<file path="src/verilog/lss_pkg.sv">
// Shared constants for the linear sensor scan timing ends
package lss_pkg;
  // Array geometry
  localparam int unsigned VIDEO_W          = 12;
  localparam int unsigned CNT_W            = 16;
  localparam logic [11:0] PIXELS_FULL      = 12'h0800;   // 2048 channels
  localparam logic [11:0] PIXELS_HALF      = 12'h0400;   // 1024 channels
  localparam logic [11:0] HALF_CH_OFFSET   = 12'h0200;   // Channel 513 is first in half mode
  // Scan sequence counts, in pixel clock periods
  localparam logic [11:0] FIRST_VALID_STB  = 12'h0059;   // 89th strobe carries channel 1
  localparam logic [11:0] INTEG_EXTRA      = 12'h0030;   // 48 clocks after start falls
  localparam logic [15:0] START_HIGH_MIN   = 16'h0006;   // 6 clocks
  localparam logic [15:0] START_LOW_MIN    = 16'h005C;   // 92 clocks
  localparam logic [15:0] START_PERIOD_MIN = 16'h0062;   // 98 clocks
  localparam logic [15:0] PERIOD_FULL      = 16'h085C;   // 2140 clocks
  localparam logic [15:0] PERIOD_HALF      = 16'h045C;   // 1116 clocks
  // Clock rates and the pixel clock divider derived from them
  localparam int unsigned CORE_CLK_HZ      = 20_000_000;
  localparam int unsigned PIX_CLK_MAX_HZ   = 10_000_000;
  localparam int unsigned PIX_DIV          = (CORE_CLK_HZ + PIX_CLK_MAX_HZ - 1) / PIX_CLK_MAX_HZ;
  localparam logic [3:0]  PIX_HALF_CYC     = 4'(PIX_DIV / 2);
endpackage : lss_pkg

</file>
<file path="src/verilog/lss_link_if.sv">
// Pin-level link between the sensor timing end and the external controller
`timescale 1ns/1ps
interface lss_link_if;
  logic                       pix_clk;
  logic                       scan_start_pulse;
  logic                       half_array_select;
  logic [lss_pkg::VIDEO_W-1:0] video;
  logic                       sample_strobe;

  modport sensor (
    input  pix_clk,
    input  scan_start_pulse,
    input  half_array_select,
    output video,
    output sample_strobe
  );

  modport ctrl (
    output pix_clk,
    output scan_start_pulse,
    output half_array_select,
    input  video,
    input  sample_strobe
  );
endinterface : lss_link_if

</file>
<file path="src/verilog/lss_ctrl.sv">
// Controller end: makes pixel clock and start pulse, captures video on each strobe from the 89th to the last
`timescale 1ns/1ps
module lss_ctrl (
  input  wire logic                        CORE_CLK,
  input  wire logic                        RESET_N,
  lss_link_if.ctrl                         LINK,
  input  wire logic                        START,
  input  wire logic [lss_pkg::CNT_W-1:0]   HIGH_CYCLES,
  input  wire logic                        HALF_SEL,
  output      logic [lss_pkg::VIDEO_W-1:0] PIX_DATA,
  output      logic                        PIX_VALID,
  output      logic                        SCAN_DONE,
  output      logic                        BUSY
);

  typedef enum logic [3:0] {
    CT_IDLE = 4'b0001,
    CT_ARM  = 4'b0010,
    CT_HIGH = 4'b0100,
    CT_LOW  = 4'b1000
  } lss_ctl_e;

  typedef struct packed {
    lss_ctl_e                    state;
    logic [3:0]                  div;
    logic                        pix;
    logic                        start_lvl;
    logic                        half;
    logic [15:0]                 high_len;
    logic [15:0]                 low_need;
    logic [15:0]                 cnt;
    logic                        stb_prev;
    logic [11:0]                 stb_num;
    logic [lss_pkg::VIDEO_W-1:0] data;
    logic                        valid;
    logic                        done;
    logic                        busy;
  } lss_ctl_s;

  lss_ctl_s s_ff;
  lss_ctl_s nxt_s;

  logic        toggle;
  logic        rise_evt;
  logic        fall_evt;
  logic        stb_rise;
  logic [11:0] stb_new;
  logic [11:0] stb_last;
  logic [15:0] hl_req;
  logic [15:0] period_min;

  // Pixel clock divider events; start changes only on falling edges
  assign toggle     = (s_ff.div == lss_pkg::PIX_HALF_CYC - 4'h1);
  assign rise_evt   = toggle & ~s_ff.pix;
  assign fall_evt   = toggle & s_ff.pix;
  assign stb_rise   = LINK.sample_strobe & ~s_ff.stb_prev;
  assign stb_new    = s_ff.stb_num + 12'h0001;
  assign stb_last   = lss_pkg::FIRST_VALID_STB - 12'h0001 +
                      (s_ff.half ? lss_pkg::PIXELS_HALF : lss_pkg::PIXELS_FULL);
  // High period never below the least width
  assign hl_req     = (HIGH_CYCLES < lss_pkg::START_HIGH_MIN) ? lss_pkg::START_HIGH_MIN : HIGH_CYCLES;
  // Shortest scan period; it also covers the 98-clock spacing
  assign period_min = HALF_SEL ? lss_pkg::PERIOD_HALF : lss_pkg::PERIOD_FULL;

  // Next-state logic of the controller
  always_comb begin
    nxt_s          = s_ff;
    nxt_s.valid    = 1'b0;
    nxt_s.done     = 1'b0;
    nxt_s.stb_prev = LINK.sample_strobe;
    nxt_s.div      = toggle ? 4'h0 : s_ff.div + 4'h1;
    if (toggle) begin
      nxt_s.pix = ~s_ff.pix;
    end
    // Strobe rising edges are counted from one; video is taken from the 89th to the last
    if (stb_rise) begin
      nxt_s.stb_num = stb_new;
      if (stb_new >= lss_pkg::FIRST_VALID_STB && stb_new <= stb_last) begin
        nxt_s.data  = LINK.video;
        nxt_s.valid = 1'b1;
      end
    end
    unique case (s_ff.state)
      CT_IDLE: begin
        if (START) begin
          nxt_s.state    = CT_ARM;
          nxt_s.busy     = 1'b1;
          nxt_s.half     = HALF_SEL;
          nxt_s.high_len = hl_req;
          // Low part fills the period but never under 92 clocks
          nxt_s.low_need = (hl_req < period_min - lss_pkg::START_LOW_MIN) ?
                           period_min - hl_req : lss_pkg::START_LOW_MIN;
        end
      end
      CT_ARM: begin
        if (fall_evt) begin
          nxt_s.state   = CT_HIGH;
          nxt_s.start_lvl = 1'b1;
          nxt_s.cnt     = '0;
          nxt_s.stb_num = '0;
        end
      end
      CT_HIGH: begin
        if (rise_evt) begin
          nxt_s.cnt = s_ff.cnt + 16'h0001;
        end
        if (fall_evt && s_ff.cnt >= s_ff.high_len) begin
          nxt_s.state = CT_LOW;
          nxt_s.start_lvl = 1'b0;
          nxt_s.cnt   = '0;
        end
      end
      CT_LOW: begin
        if (rise_evt && s_ff.cnt != 16'hFFFF) begin
          nxt_s.cnt = s_ff.cnt + 16'h0001;
        end
        if (fall_evt && s_ff.cnt >= s_ff.low_need && s_ff.stb_num >= stb_last) begin
          nxt_s.state = CT_IDLE;
          nxt_s.done  = 1'b1;
          nxt_s.busy  = 1'b0;
        end
      end
    endcase
    if (!RESET_N) begin
      nxt_s       = '0;
      nxt_s.state = CT_IDLE;
    end
  end

  // Single state register
  always_ff @(posedge CORE_CLK) begin
    s_ff <= nxt_s;
  end

  // Outputs straight from the state register
  assign LINK.pix_clk           = s_ff.pix;
  assign LINK.scan_start_pulse  = s_ff.start_lvl;
  assign LINK.half_array_select = s_ff.half;
  assign PIX_DATA               = s_ff.data;
  assign PIX_VALID              = s_ff.valid;
  assign SCAN_DONE              = s_ff.done;
  assign BUSY                   = s_ff.busy;

endmodule : lss_ctrl

</file>
<file path="src/flat_wrapper.sv">
// flat-port wrapper written by rule: the top's interface ports become plain ports
module lss_ctrl_flat 
  (CORE_CLK, RESET_N, START, HIGH_CYCLES, HALF_SEL, PIX_DATA, PIX_VALID, SCAN_DONE, BUSY, LINK_pix_clk, LINK_scan_start_pulse, LINK_half_array_select, LINK_video, LINK_sample_strobe);
  lss_link_if LINK_i ();
  input  wire logic CORE_CLK;
  input  wire logic RESET_N;
  input  wire logic START;
  input  wire logic [lss_pkg::CNT_W-1:0] HIGH_CYCLES;
  input  wire logic HALF_SEL;
  output      logic [lss_pkg::VIDEO_W-1:0] PIX_DATA;
  output      logic PIX_VALID;
  output      logic SCAN_DONE;
  output      logic BUSY;
  output wire logic [$bits(LINK_i.pix_clk)-1:0] LINK_pix_clk;
  output wire logic [$bits(LINK_i.scan_start_pulse)-1:0] LINK_scan_start_pulse;
  output wire logic [$bits(LINK_i.half_array_select)-1:0] LINK_half_array_select;
  input wire logic [$bits(LINK_i.video)-1:0] LINK_video;
  input wire logic [$bits(LINK_i.sample_strobe)-1:0] LINK_sample_strobe;
  assign LINK_pix_clk = LINK_i.pix_clk;
  assign LINK_scan_start_pulse = LINK_i.scan_start_pulse;
  assign LINK_half_array_select = LINK_i.half_array_select;
  assign LINK_i.video = LINK_video;
  assign LINK_i.sample_strobe = LINK_sample_strobe;
  lss_ctrl u_core (.CORE_CLK(CORE_CLK), .RESET_N(RESET_N), .LINK(LINK_i), .START(START), .HIGH_CYCLES(HIGH_CYCLES), .HALF_SEL(HALF_SEL), .PIX_DATA(PIX_DATA), .PIX_VALID(PIX_VALID), .SCAN_DONE(SCAN_DONE), .BUSY(BUSY));
endmodule
</file>
<file path="config.mk">
export PLATFORM = sky130hd
export DESIGN_NAME = lss_ctrl_flat
export DESIGN_NICKNAME = d
export VERILOG_FILES = /design/src/verilog/lss_pkg.sv /design/src/verilog/lss_link_if.sv /design/src/verilog/lss_ctrl.sv /design/src/flat_wrapper.sv
export SDC_FILE = /design/constraint.sdc
export NUM_CORES = 1
export LEC_CHECK = 0
export BUFFER_PORTS_ARGS = -buffer_cell sky130_fd_sc_hd__buf_2
export CORE_MARGIN = 5
export CORE_UTILIZATION = 56
export CTS_BUF_LIST = sky130_fd_sc_hd__clkbuf_8
export DETAILED_ROUTE_END_ITERATION = 6
export PLACE_DENSITY = 0.79
export SYNTH_ARGS = -nofsm -noshare
export SYNTH_HDL_FRONTEND = slang
export SYNTH_SLANG_ARGS = --single-unit
</file>
<file path="constraint.sdc">
create_clock -name CORE_CLK -period 3 [get_ports CORE_CLK]
set_clock_uncertainty 0.2 [all_clocks]
set_input_delay 0.15 -clock CORE_CLK [delete_from_list [all_inputs] [get_ports CORE_CLK]]
set_output_delay 0.15 -clock CORE_CLK [all_outputs]
set_load 0.02 [all_outputs]
</file>
==> results of run 1 <==
==> repair_timing <==
item	4_1_cts	5_1_grt
hold buffers	30	0
resized for setup	3	20
pin swaps	5	18
setup buffers	2	3
setup endpoints to repair	13	15
cloned	1	1
endpoints found under the hold margin	34	0
==> sequential cells by signal (all words and copies together), names as in the netlist <==
| register | cells |
|---|---|
| u_core.LINK.half_array_select | 1 |
| u_core.BUSY | 1 |
| u_core.s_ff | 69 |
| u_core.PIX_VALID | 1 |
| u_core.PIX_DATA | 12 |
| u_core.LINK.scan_start_pulse | 1 |
| u_core.LINK.pix_clk | 1 |
| u_core.SCAN_DONE | 1 |
==> worst max-delay path, cell delays in order, from the launching register on <==
cell	delay [ns]
dfxtp_4	0.37
ha_4	0.15
nand2_4	0.06
or3_4	0.41
nor2_4	0.14
xor2_2	0.19
ha_4	0.23
and2_4	0.14
a311o_1	0.40
a211oi_4	0.29
buf_12	0.17
buf_12	0.13
nand3_2	0.07
o21ai_1	0.13
==> cell families after synthesis <==
family,count (synthesis)
DFF,87
buffers and inverters,86
xor gates and xnor gates,25
adders and majority gates,47
AOI/OAI and AO/OA,152
and+or+nand+nor,256
muxes,1
==> cell type report <==
type	instances	share of cell area, %
multi-input combinational	481	51.52
sequential	87	27.11
timing repair buffer	112	13.22
inverter	47	2.734
tap	129	2.501
clock buffer	9	1.920
clock inverter	7	0.9889
==> placed cells by master (no fill, tap or decap), drive strengths merged, types with 11 or more instances in the layout <==
cell / n
dlygate4sd3: 30
dfxtp: 87
a21oi: 26
a21o: 12
buf: 81
nor2: 39
ha: 47
o21ai: 51
and2: 12
a21boi: 19
nand4: 12
xnor2: 14
nor3: 14
inv: 52
xor2: 11
nand3: 36
and3: 11
nand2: 86
==> per-layer routing <==
metal,wire length (um),track usage [%],part of all wire (%)
met5,0,0,0
met4,501,9.288,3.6
met3,708,5.552,5.0
met2,7090,41.12,51
met1,5734,28.40,41
==> power groups by stage <==
stage	Sequential [mW]	Clock [mW]	Combinational (mW)
floorplan	1.23	0	0.170
global placement	1.22	0	0.247
detailed placement	1.23	0	0.256
CTS	1.20	0.822	0.289
global route	1.20	0.868	0.336
finish	1.20	0.801	0.302
==> metrics by stage <==
step / cells / util [%] / area, um^2
after floorplan: 654 / - / 5433
final: 872 / 69.18 / 6452
after detailed placement: 819 / 61.69 / 5754
after global placement: 819 / 61.69 / 5754
after global routing: 872 / 69.18 / 6452
after CTS: 868 / 67.59 / 6305
==> worst min path at each step <==
stage / end / startpoint / cells after the start / slack [ns]
CTS: u_core.s_ff[62] / HIGH_CYCLES[2] / 4 / 0.02
global route: u_core.s_ff[62] / HIGH_CYCLES[2] / 4 / 0.07
floorplan: u_core.PIX_DATA[4] / LINK_video[4] / 2 / 0.07
global placement: u_core.PIX_DATA[0] / LINK_video[0] / 3 / 0.16
detailed placement: u_core.PIX_DATA[1] / LINK_video[1] / 3 / 0.17
finish: u_core.s_ff[62] / HIGH_CYCLES[2] / 4 / 0.04
==> impl_metrics.ini, run 1 <==
[synthesis]
syn_area_um2 = 5400
yosys.area_share.simple_pct = 24.56
synthCells = 654
synthTopCellsByCount = dfxtp_1, nand2_1, ha_1, inv_1, o21ai_0
synth_edf_count = 0
synth_top_family_by_area = simple AND/OR/NAND/NOR gates
synth_xor_area_share_pct = 4.055
yosysWarnings = 0
yosysMostFrequentCell = dfxtp_1
synth_fa_ha_area_share_pct = 10.89
synth_cell_types = 65
yosysTopAreaCell = dfxtp_1
avgSynthCellArea_um2 = 8.257
synth_flop_cell = dfxtp_1
synth_top_area_share_pct = 32.25
synth-compound-area-share_pct = 19.42
syn_nets = 734
ys_seq_area_share_pct = 32.25
synth_seq_cells = 87
synthArstFlopShare_pct = 0
yosys-top-cells-area = dfxtp_1, ha_1, nand2_1
synthMuxAreaShare_pct = 0.1854

[timing]
fmax_mhz = 317.3
maxSlewViolCount = 0
fin_ws_ns = -0.1515
min_period_over_period_pct = 105.0
grt_setup_unrepaired = yes
worst_pin_slew_ns = 0.5999
holdWs_ns = 0.03960
final.setup.tns_ns = -1.402
setup_viol = 13
final.min_clock_period_ns = 3.151
maxSlewHeadroom_pct = 59.44
finalHoldViolCount = 0

[drt]
vias_per_cell = 5.742
wl_per_cell_um = 16.10
drt-pass1-iter-count = 5
drc_errors = 0
vias = 5007
wl_mm = 14.04
drtIter0Drc = 269
ant_nets = 0

[place]
hpwl_mm = 9.213
pre_cts_ws_ns = -0.01321
gp_congestion = 0.8678
portBuffers = 50

[floorplan]
start_util_pct = 57.89
die_width_um = 108.2
rows = 35
coreArea_um2 = 9328
io_pins = 51
dieArea_um2 = 11710
fp.dieH_um = 108.2

[setup_path]
worstPathArrival_ns = 3.24
r2r_end = u_core.PIX_DATA[2]
crit_end = u_core.PIX_DATA[2]
r2r_cells = 13
startpoint = u_core.s_ff[15]
critical_path_class = reg2reg
critPathMaxFanout = 7
worstSetupStartpointType = flip-flop
rrSetupSlack_ns = -0.15
cp.required_ns = 3.09
worstSetupEndpointType = flip-flop
r2r-start = u_core.s_ff[15]

[pwr]
sw_frac_of_total_pct = 29.15
p_sw_mw = 0.6713
pwr-share-comb_pct = 13.1
power_mw = 2.303
seq_power_share_pct = 52.1
total_leakage_power_nw = 2.618
max-vdd-ir-drop_uv = 349.9
p_int_mw = 1.632
powerDensity_nw_per_um2 = 356.9
clkPwrFrac_pct = 34.8

[cts]
cts_tree = built
cts.sinks = 87
path_clk_slew_ns = 0.10
cts_made_buffers = 9
clk_latency_ns = 0.36
cts-root-buf = clkbuf_8
htreeDepth = 3
cts_buffer_depth = 2

[final_layout]
diodes = 0
drive_above_1_share_pct = 20.05
finalNetCount = 818
multiInputGateArea_um2 = 3324
regArea_um2 = 1749
syn_to_final_growth_pct = 19.49
fillCellCount = 714

[global_route]
grt_util_all_layers_pct = 23.73
overflow = 0
grt_pass1_vias = 4845
grt_first_pass_wirelength_mm = 22.45
antenna_found_initial = 0
grt_max_degree = 48

[job]
cap_violations = 0

[run_status]
status = finished with violations
failed_checks = negative setup slack

[min_path]
hold_path_class = in2reg
Note: power is estimated with default switching activity, not from simulation.
==> run 2: changes to the inputs <==
--- a/config.mk
+++ b/config.mk
@@ -7,10 +7,11 @@
 export LEC_CHECK = 0
 export BUFFER_PORTS_ARGS = -buffer_cell sky130_fd_sc_hd__buf_2
 export CORE_MARGIN = 5
-export CORE_UTILIZATION = 56
+export CORE_UTILIZATION = 62
 export CTS_BUF_LIST = sky130_fd_sc_hd__clkbuf_8
 export DETAILED_ROUTE_END_ITERATION = 6
-export PLACE_DENSITY = 0.79
+export PLACE_DENSITY = 0.83
 export SYNTH_ARGS = -nofsm -noshare
 export SYNTH_HDL_FRONTEND = slang
 export SYNTH_SLANG_ARGS = --single-unit
+export TNS_END_PERCENT = 20
==> constraint.sdc (replaced) <==
create_clock -name CORE_CLK -period 3.5 [get_ports CORE_CLK]
set_clock_uncertainty 0.2 [all_clocks]
set_input_delay 0.175 -clock CORE_CLK [delete_from_list [all_inputs] [get_ports CORE_CLK]]
set_output_delay 0.175 -clock CORE_CLK [all_outputs]
set_load 0.02 [all_outputs]
==> run 2 against run 1 <==
Against the previous run:
- the run now ends clean
- largest cell class unchanged
- sequential share of layout area up 1.5 points
- core utilization is 1.8 points higher
- non-clock buffer count is 25 lower
- clock-buffer cell count up 1
- clock power increased by 5.6%
==> impl_metrics.ini, run 2 (synthesis gave the netlist of run 1 again) <==
[cts]
cts_tree = built
cts_made_buffers = 9
cts-root-buf = clkbuf_8
cts_setup_buffers = 0
cts_buffer_depth = 2
htreeDepth = 3
clk_latency_ns = 0.37
path_clk_slew_ns = 0.10
cts.sinks = 87

[pwr]
power_mw = 2.120
powerDensity_nw_per_um2 = 347.6
max-vdd-ir-drop_uv = 309.0
total_leakage_power_nw = 2.488

[final_layout]
syn_to_final_growth_pct = 12.95
fillCellCount = 668
layout.cells.most_common_list = nand2_1, dfxtp_1, buf_2, inv_1, ha_1
regMostFlops = u_core.s_ff
largest_reg_flops = 69
finalNetCount = 793
layout_commonest_cell = nand2_1
regArea_um2 = 1745
multiInputGateArea_um2 = 3194
drive_above_1_share_pct = 15.18
diodes = 0

[drt]
vias = 4779
wl_mm = 12.67
ant_nets = 0
drc_errors = 0
drt-pass1-iter-count = 4
wl_per_cell_um = 15.34
drtIter0Drc = 286
vias_per_cell = 5.786

[global_route]
top_usage_layer = met2
grt_util_all_layers_pct = 24.39
grt_max_degree = 54
antenna_found_initial = 0
grt_pass1_vias = 4609
use_met1_pct = 28.30
overflow = 0
grt_first_pass_wirelength_mm = 20.69
met3_usage_pct = 4.695
gr-usage-met2_pct = 43.32

[min_path]
hold_path_class = in2reg

[setup_path]
rrSetupSlack_ns = 0.27
critPathMaxFanout = 25
cp.required_ns = 3.61
worstSetupEndpointType = flip-flop
worstSetupStartpointType = flip-flop
worstPathArrival_ns = 3.34
critical_path_class = reg2reg

[timing]
grt_setup_unrepaired = no
setup_viol = 0
min_period_over_period_pct = 92.25
final.setup.tns_ns = 0
maxSlewHeadroom_pct = 31.19
fmax_mhz = 309.7
maxSlewViolCount = 0
worst_pin_slew_ns = 1.018
finalHoldViolCount = 0
final.min_clock_period_ns = 3.229

[place]
portBuffers = 50
gp_congestion = 0.8950
hpwl_mm = 8.881

[floorplan]
die_width_um = 103.3
start_util_pct = 62.84
fp.dieH_um = 103.3
dieArea_um2 = 10680
io_pins = 51
coreArea_um2 = 8593
rows = 34

[run_status]
status = finished clean

[job]
cap_violations = 0
==> run 2: worst max-delay path, stage by stage (launching register included) <==
cell	delay (ns)
dfxtp_1	0.53
nand3_1	0.19
or3_4	0.39
nor2_2	0.17
xor2_1	0.09
ha_1	0.31
nand2_1	0.09
a2111oi_4	0.37
nand3_2	0.14
a211oi_4	0.30
buf_12	0.21
nand3_1	0.11
o21ai_2	0.07
==> run 2: final timing paths <==
check | start | endpoint | depth (start not counted)
worst min register to register | u_core.PIX_DATA[0] | u_core.PIX_DATA[0] | 2
worst min-delay path | HIGH_CYCLES[1] | u_core.s_ff[61] | 4
worst max register to register | u_core.s_ff[22] | u_core.PIX_DATA[10] | 12
worst max-delay path | u_core.s_ff[22] | u_core.PIX_DATA[10] | 12
==> run 2: final cells by class <==
type / instances / share of cell area [%]
clock buffer: 10 / 2.256
clock inverter: 6 / 1.600
inverter: 47 / 2.892
multi-input combinational: 481 / 52.37
sequential: 87 / 28.62
tap: 108 / 2.215
timing repair buffer: 87 / 10.05
==> run 2: metrics by stage <==
stage | setup WS [ns] | cells | hold WS, ns | util (%) | cell area [um^2]
finish | 0.2713 | 826 | 0.003740 | 70.98 | 6100
CTS | 0.1389 | 826 | 0.003325 | 70.91 | 6093
global placement | 0.2731 | 781 | 0.1901 | 64.79 | 5568
floorplan | 0.2517 | 654 | 0.09598 | - | 5400
global route | 0.02468 | 826 | 0.01731 | 70.98 | 6100
detailed placement | 0.1646 | 781 | 0.1932 | 64.79 | 5568
==> run 2: layer usage <==
| metal | share of wire [%] | wire length, um | vias to the layer above |
|---|---|---|---|
| li1 | - | - | 2390 |
| met1 | 43 | 5400 | 2226 |
| met2 | 50 | 6329 | 124 |
| met3 | 4.2 | 530 | 39 |
| met4 | 3.2 | 406 | 0 |
| met5 | 0 | 0 | - |
==> run 2: repair_timing <==
item | in CTS | in global routing
hold endpoints to repair | 33 | 0
gates resized for setup | 0 | 4
hold buffers | 29 | 0
setup endpoints to repair | 0 | 13
==> run 2: power by group <==
group	total, mW	switching [mW]	internal, mW	leakage (nW)
clock	0.846	0.411	0.435	0.120
combinational	0.243	0.139	0.104	1.66
sequential	1.03	0.0186	1.01	0.706
